==> src/sup_pkg.sv <==
// Package: constants and carrier types for the supply supervisor
package sup_pkg;

  // ==========================================================
  // Timing
  // ==========================================================
  localparam int unsigned CLK_HZ         = 20000000;
  localparam int unsigned STRETCH_MS     = 200;
  localparam int unsigned CE_HOLD_US     = 10;
  localparam int unsigned WDOG_MS        = 1600;
  localparam int unsigned STRETCH_CYC    = (CLK_HZ / 1000) * STRETCH_MS;
  localparam int unsigned CE_HOLD_CYC    = (CLK_HZ / 1000000) * CE_HOLD_US;
  localparam int unsigned WDOG_CYC       = (CLK_HZ / 1000) * WDOG_MS;
  localparam int unsigned CNT_W          = 26;

  // ==========================================================
  // Reset values
  // ==========================================================
  localparam logic        RST_N_INIT     = 1'b0;
  localparam logic        CE_OUT_INIT    = 1'b1;

  // ==========================================================
  // Carriers
  // ==========================================================
  typedef struct packed {
    logic above_reset;
    logic above_switch;
    logic above_battery;
    logic battery_good;
    logic powerfail_ok;
    logic above_early;
  } sup_cmp_t;

  typedef struct packed {
    logic supply_from_backup;
    logic backup_selected;
    logic battery_good_flag;
    logic powerfail_flag_n;
    logic early_supply_warning_n;
    logic watchdog_fault_n;
  } sup_stat_t;

endpackage : sup_pkg

==> src/sup_sync.sv <==
// Module: two-flop synchroniser for a group of pins
`timescale 1ns/10ps
`default_nettype none
module sup_sync #(
  parameter int unsigned W = 1
) (
  input  wire logic         clock_in,
  input  wire logic         nrst_in,
  input  wire logic [W-1:0] d_in,
  output var  logic [W-1:0] q_out
);
  logic [W-1:0] meta_q;
  logic [W-1:0] meta_d;
  logic [W-1:0] q_d;

  always_comb begin
    meta_d = d_in;
    q_d    = meta_q;
  end

  always_ff @(posedge clock_in or negedge nrst_in) begin
    if (!nrst_in) begin
      meta_q <= '0;
      q_out  <= '0;
    end else begin
      meta_q <= meta_d;
      q_out  <= q_d;
    end
  end
endmodule : sup_sync
`default_nettype wire

==> src/sup_top.sv <==
// Module: supply supervisor logic (reset, switchover, flags, watchdog, CE gating)
// Operation
// - RAM supply from main when main above reset threshold or battery.
// - RAM supply from battery when main below switchover and battery.
// - Battery-good high when battery good, low when main below switchover.
// - Power-fail flag low if sense low or main below switchover.
// - Power-fail pin is also an input; forcing low helps freshness seal.
// - Backup-selected indicator follows the RAM supply source.
// - Manual reset low asserts reset for as long as held.
// - Reset low on low supply or manual reset, then 200ms stretch.
// - Watchdog fault low after timeout without kick; high on next kick.
// - Watchdog fault high between thresholds, low below switchover.
// - Gated chip select low only when input low and either not in reset or within the hold that starts when reset asserts.
// - Chip select held low up to 10us after reset if input low.
// - Active-high reset is the inverse of active-low reset.
// - Early warning low when main falls to the early threshold.
// - Watchdog timeout is nominally 1.6 seconds.
// - Watchdog timer cleared while in reset, counts after release or kick.
// - Stretch timer restarts whenever main drops below reset threshold.
// - First half of stretch ignores manual reset if power-fail pin forced low.
`timescale 1ns/10ps
`default_nettype none
module sup_top #(
  parameter int unsigned STRETCH_CYC = sup_pkg::STRETCH_CYC,
  parameter int unsigned WDOG_CYC    = sup_pkg::WDOG_CYC,
  parameter int unsigned CE_CYC      = sup_pkg::CE_HOLD_CYC
) (
  input  wire logic              clock_in,
  input  wire logic              nrst_in,
  input  wire sup_pkg::sup_cmp_t cmp_in,
  input  wire logic              manual_reset_n_in,
  input  wire logic              watchdog_kick_in,
  input  wire logic              powerfail_flag_n_in,
  input  wire logic              chip_select_n_in,
  output var  logic              powerfail_flag_n_out,
  output var  logic              powerfail_flag_n_oe_out,
  output var  sup_pkg::sup_stat_t stat_out,
  output var  logic              reset_n_out,
  output var  logic              reset_out,
  output var  logic              chip_select_n_out
);
  localparam int W = sup_pkg::CNT_W;

  // ==========================================================
  // Pin synchronisation
  // ==========================================================
  sup_pkg::sup_cmp_t cmp_s;
  logic [3:0]        pin_s;
  logic              mr_n_s, kick_s, pf_pin_s, cs_n_s;

  sup_sync #(.W(6)) u_sync_cmp (
    .clock_in (clock_in),
    .nrst_in  (nrst_in),
    .d_in     (cmp_in),
    .q_out    (cmp_s)
  );
  sup_sync #(.W(4)) u_sync_pin (
    .clock_in (clock_in),
    .nrst_in  (nrst_in),
    .d_in     ({manual_reset_n_in, watchdog_kick_in, powerfail_flag_n_in, chip_select_n_in}),
    .q_out    (pin_s)
  );
  assign {mr_n_s, kick_s, pf_pin_s, cs_n_s} = pin_s;

  // ==========================================================
  // Supply selection and flags
  // ==========================================================
  logic src_backup_q, src_backup_d;
  logic pf_n, pf_forced;
  sup_pkg::sup_stat_t stat_d;

  always_comb begin
    src_backup_d = src_backup_q;
    if (cmp_s.above_reset || cmp_s.above_battery) begin
      src_backup_d = 1'b0;
    end else if (!cmp_s.above_switch && !cmp_s.above_battery) begin
      src_backup_d = 1'b1;
    end
  end
  assign pf_n      = cmp_s.powerfail_ok && cmp_s.above_switch;
  assign pf_forced = pf_n && !pf_pin_s;

  // ==========================================================
  // Reset stretch
  // ==========================================================
  logic [W-1:0] rst_cnt_q, rst_cnt_d;
  logic         rst_n_q, rst_n_d;
  logic         mr_active;

  always_comb begin
    mr_active = !mr_n_s;
    if (!rst_n_q && rst_cnt_q < W'(STRETCH_CYC / 2) && pf_forced) begin
      mr_active = 1'b0;
    end
    rst_cnt_d = rst_cnt_q;
    rst_n_d   = rst_n_q;
    if (!cmp_s.above_reset || mr_active) begin
      rst_cnt_d = '0;
      rst_n_d   = 1'b0;
    end else if (!rst_n_q) begin
      if (rst_cnt_q >= W'(STRETCH_CYC - 1)) begin
        rst_n_d = 1'b1;
      end else begin
        rst_cnt_d = rst_cnt_q + W'(1);
      end
    end
  end

  // ==========================================================
  // Watchdog
  // ==========================================================
  logic [W-1:0] wd_cnt_q, wd_cnt_d;
  logic         wd_fault_q, wd_fault_d;
  logic         kick_prev_q, wd_n;

  always_comb begin
    wd_cnt_d   = wd_cnt_q;
    wd_fault_d = wd_fault_q;
    if (!rst_n_q || kick_s != kick_prev_q) begin
      wd_cnt_d   = '0;
      wd_fault_d = 1'b0;
    end else if (wd_cnt_q >= W'(WDOG_CYC - 1)) begin
      wd_fault_d = 1'b1;
    end else begin
      wd_cnt_d = wd_cnt_q + W'(1);
    end
  end
  assign wd_n = cmp_s.above_switch && !wd_fault_q;

  // ==========================================================
  // Chip-enable gating
  // ==========================================================
  logic [W-1:0] ce_cnt_q, ce_cnt_d;
  logic         ce_hold_q, ce_hold_d;
  logic         cs_q, cs_d;

  always_comb begin
    ce_cnt_d  = ce_cnt_q;
    ce_hold_d = ce_hold_q;
    if (rst_n_q && !rst_n_d) begin
      ce_hold_d = !cs_n_s;
      ce_cnt_d  = '0;
    end else if (ce_hold_q) begin
      if (cs_n_s || ce_cnt_q >= W'(CE_CYC - 1)) begin
        ce_hold_d = 1'b0;
      end else begin
        ce_cnt_d = ce_cnt_q + W'(1);
      end
    end
    cs_d = !(!cs_n_s && (rst_n_d || ce_hold_d));
  end

  always_comb begin
    stat_d.supply_from_backup     = src_backup_d;
    stat_d.backup_selected        = src_backup_d;
    stat_d.battery_good_flag      = cmp_s.battery_good && cmp_s.above_switch;
    stat_d.powerfail_flag_n       = pf_n;
    stat_d.early_supply_warning_n = cmp_s.above_early;
    stat_d.watchdog_fault_n       = wd_n;
  end

  // ==========================================================
  // Registers
  // ==========================================================
  always_ff @(posedge clock_in or negedge nrst_in) begin
    if (!nrst_in) begin
      src_backup_q      <= 1'b0;
      rst_cnt_q         <= '0;
      rst_n_q           <= sup_pkg::RST_N_INIT;
      wd_cnt_q          <= '0;
      wd_fault_q        <= 1'b0;
      kick_prev_q       <= 1'b0;
      ce_cnt_q          <= '0;
      ce_hold_q         <= 1'b0;
      cs_q              <= sup_pkg::CE_OUT_INIT;
      stat_out          <= '0;
    end else begin
      src_backup_q      <= src_backup_d;
      rst_cnt_q         <= rst_cnt_d;
      rst_n_q           <= rst_n_d;
      wd_cnt_q          <= wd_cnt_d;
      wd_fault_q        <= wd_fault_d;
      kick_prev_q       <= kick_s;
      ce_cnt_q          <= ce_cnt_d;
      ce_hold_q         <= ce_hold_d;
      cs_q              <= cs_d;
      stat_out          <= stat_d;
    end
  end

  // Open-drain style flag pin: drive low only
  assign powerfail_flag_n_out    = 1'b0;
  assign powerfail_flag_n_oe_out = !stat_out.powerfail_flag_n;
  assign reset_n_out             = rst_n_q;
  assign reset_out               = !rst_n_q;
  assign chip_select_n_out       = cs_q;
endmodule : sup_top
`default_nettype wire

==> config.mk <==
export PLATFORM = sky130hd
export DESIGN_NAME = sup_top
export DESIGN_NICKNAME = d
export VERILOG_FILES = /design/src/sup_pkg.sv /design/src/sup_sync.sv /design/src/sup_top.sv
export SDC_FILE = /design/constraint.sdc
export NUM_CORES = 1
export LEC_CHECK = 0
export BUFFER_PORTS_ARGS = -buffer_cell sky130_fd_sc_hd__buf_2
export CAP_MARGIN = 20
export CORE_ASPECT_RATIO = 0.8
export CORE_UTILIZATION = 65
export DETAILED_ROUTE_END_ITERATION = 10
export GPL_TIMING_DRIVEN = 0
export PLACE_DENSITY = 0.83
export SLEW_MARGIN = 20
export SYNTH_ARGS = -nofsm -noshare
export SYNTH_HDL_FRONTEND = slang
export SYNTH_HIERARCHICAL = 1
export SYNTH_SLANG_ARGS = --single-unit
==> constraint.sdc <==
create_clock -name clock_in -period 5.5 [get_ports clock_in]
set_input_delay 0.55 -clock clock_in [delete_from_list [all_inputs] [get_ports clock_in]]
set_output_delay 0.55 -clock clock_in [all_outputs]
set_load 0.1 [all_outputs]
==> metrics.md <==
| Metric | Value |
|---|---|
| Status | `finished, final reports clean` |
| Drt first pass iters | `6` |
| Core area | `7027 µm²` |
| Top Ports | `23` |
| Combinational share of power | `approximately 4.5%` |
| Die area | `just under 8000 µm²` |
| Cell area after synthesis | `4803 µm²` |
| Sw Share | `25.49%` |
| Crit path required time | `5.75 ns` |
| Layout Skew | `0.01386 ns` |
| Met2 usage | `44.30%` |
| Detailed Place HPWL | `7.018 mm` |
| Final WL | `10.37 mm` |
| Yosys top cell area share | `about 56%` |
| Root Driver | `clkbuf_8` |
| Sink Count | `108` |
| I/O Buffers | `21` |
| Final period utilization | `45.30%` |
| Unrepaired setup endpoints after global routing | `false` |
| Setup Fix Bufs, Post-CTS | `0` |
| HP Class | `input port to asynchronous set/reset pin` |
| Max IR drop VDD | `0.0001892 V` |
| Clk_lat worst skew | `0.38 ns` |
| FF-to-FF path depth | `7` |
| Total track usage | `29.59%` |
| Setup violators final | `0` |
| Setup CP Type | `flip-flop to flip-flop` |
| CTS tree | `yes` |
| Worst setup margin | `3.009 ns` |
| Minimum clock period | `2.491 ns` |
| Grt ovf | `0` |
| # H-tree levels | `3` |
| Via count | `about 3800` |
| Post-DRT Antenna Nets | `0` |
| Ys async rst share | `100.0%` |
| DRT iter0 DRCs | `311` |
| Clk buf depth | `2` |
| Pleak | `2.205 nW` |
| Max_cap viols | `0` |
| Crit. End Element | `flip-flop` |
| Headroom to the max-slew limit | `60.80%` |
| Largest net degree at the start of global routing | `65` |
| Final nets | `506` |
| Yosys cell types | `51` |
| Top cells by area, synth | `dfrtp_1 56%, and2_1 3.6%, a21oi_1 3.5%` |
| Switching power | `~0.34 mW` |
| Critical Path Start | `wd_cnt_q[0]` |
| Met3 Track Usage GR | `6.514%` |
| Yosys warning total | `6` |
| Arr. time, crit path | `approximately 2.7 ns` |
| FILL cells | `509` |
| Die width | `98.11 µm` |
| Most used DFF post-synth | `dfrtp_1` |
| Reg power frac | `59.9%` |
| Clock power frac | `35.6%` |
| GRT met1 Usage | `42.18%` |
| Mean Syn Cell Area | `10.49 µm²` |
| Initial antenna violation count | `0` |
| Crit path max fanout | `10` |
| CTS Buf Count | `9` |
| Setup TNS | `0 ns` |
| Max Freq | `~400 MHz` |
| Total power | `between 1 and 1.5 mW` |
| Area Growth Syn to Fin | `9.325%` |
| Worst-Margin Slew | `0.5826 ns` |
| Most frequent cell after synthesis | `dfrtp_1` |
| Seq/Total Area, Yosys | `56.29%` |
| Register bit total from synthesis | `108` |
| Register-to-register path setup slack | `3.01 ns` |
| Placement Rows | `27` |
| Via density | `6.564` |
| Pre-CTS setup slack | `3.065 ns` |
| Syn Nets | `473` |
| Cells after synthesis | `458` |
| Layout cells sized above 1 | `11.69%` |
| Area leader, netlist | `dfrtp_1` |
| Fin. Hold Viols | `0` |
| Most instantiated cells after synthesis | `107 x dfrtp_1, 34 x a21oi_1, 33 x nand2_1` |
| CTS clock-pin slew for the worst setup and hold paths | `roughly 0.11 ns` |
| EDFF count, synth | `0` |
| First-pass GRT wire length | `17.60 mm` |
| Pint | `1.007 mW` |
| R2R Path End | `wd_cnt_q[0]` |
| GR peak layer | `met2` |
| RR Startpoint | `wd_cnt_q[0]` |
| Number of global-route vias before repair | `3659` |
| Die Span Y | `78.89 µm` |
| Max Slew Vio Count | `0` |
| Critical path endpoint | `wd_cnt_q[0]` |
| Initial Util | `68.36%` |
| Post-CTS Resized | `0` |
| DR DRC count | `0` |
| Post-CTS Hold Buffers | `0` |
| Final cell count without fillers | `583` |
| CP Launch Type | `flip-flop` |
| Pwr dens | `257.4 nW/µm²` |
| Placed cell count | `between 500 and 600` |
| Diodes inserted | `0` |
| Avg WL per Cell | `around 18 µm` |
| Placer congestion estimate | `0.9169` |
## per-layer routing
layer	wire, µm	vias up
met5	0	-
met4	212	0
met3	741	27
met2	4636	177
met1	4784	1866
li1	-	1757
## logic make-up after synthesis
family | after synthesis | synth area share [%]
AND/OR/NAND/NOR | 196 | 23.29
XOR/XNOR | 8 | 1.459
AO/OA/AOI/OAI | 103 | 13.96
other | 1 | 0.07807
adder cells (fa/ha/maj) | 3 | 0.7815
multiplexers | 3 | 0.6252
buffers and inverters | 36 | 3.516
flip-flops | 108 | 56.29
## sequential cells by signal, summed over array words and instances, names as in the netlist
register           flops
u_sync_cmp/meta_q      6
stat_out               4
rst_cnt_q             26
ce_hold_q              1
u_sync_pin/q_out       4
u_sync_pin/meta_q      4
chip_select_n_out      1
u_sync_cmp/q_out       6
ce_cnt_q              26
kick_prev_q            1
wd_cnt_q              26
src_backup_q           1
reset_n_out            1
wd_fault_q             1
## cell type report
type	count	area, µm²	share of cell area [%]
plain buffers	24	123.9	2.359
clock buffers	10	137.6	2.621
clock inverters	6	62.56	1.191
inverters	12	45.04	0.8578
multi-input cells	314	1931	36.76
flip-flops and latches	108	2704	51.49
well taps	87	108.9	2.073
repair buffers	22	138.9	2.645
## metrics by stage
stage	cell area (µm²)	hold slack (ns)	util, %
floorplan	4803	0.2544	-
global placement	5017	0.3320	71.40
detailed placement	5051	0.3347	71.88
CTS	5251	0.08978	74.73
global route	5251	0.1033	74.73
finish	5251	0.07368	74.73
## power groups by stage
stage	clock, mW	combinational, mW	sequential (mW)
2_1_floorplan	0	0.0227	0.835
3_3_place_gp	0	0.0575	0.824
3_5_place_dp	0	0.0621	0.825
4_1_cts	0.489	0.0621	0.810
5_1_grt	0.517	0.0658	0.811
6_report	0.482	0.0606	0.810
## worst min path at each step
stage | from | to | slack, ns | cells past startpoint
final | nrst_in | rst_cnt_q[1] | 0.07 | 1
after global routing | nrst_in | rst_cnt_q[0] | 0.10 | 1
after CTS | nrst_in | rst_cnt_q[1] | 0.09 | 1
after detailed placement | u_sync_cmp/meta_q[5] | u_sync_cmp/q_out[5] | 0.33 | 0
after global placement | u_sync_cmp/meta_q[3] | u_sync_cmp/q_out[3] | 0.33 | 0
after floorplan | nrst_in | ce_cnt_q[0] | 0.25 | 0
## critical path, stage by stage, from the launching register on
cell,delay [ns]
dfrtp_1,0.43
ha_1,0.26
nand4_1,0.17
or3_1,0.42
a21oi_2,0.38
clkbuf_1,0.45
or3_1,0.18
a21oi_1,0.07
## cells in the final DEF (no fill, tap or decap), types with 3 or more instances in the layout
master	count
clkbuf_1	13
o31a_1	3
or3_1	18
dfrtp_1	107
o41ai_1	4
nor4_1	6
clkbuf_8	10
a21oi_1	34
and2_1	28
or4_1	22
mux2i_1	3
inv_1	12
xnor2_1	3
buf_2	23
nand3_1	17
o31ai_1	21
ha_1	3
and3_1	5
buf_6	3
o211ai_1	6
nor2_1	23
nand2b_1	3
nor3_1	7
buf_4	4
o311ai_0	3
nand4_1	16
o21ai_0	18
o2111ai_1	5
inv_6	3
or2_2	3
xor2_1	5
nand2_1	33
Power figures use the tool's default switching activity.
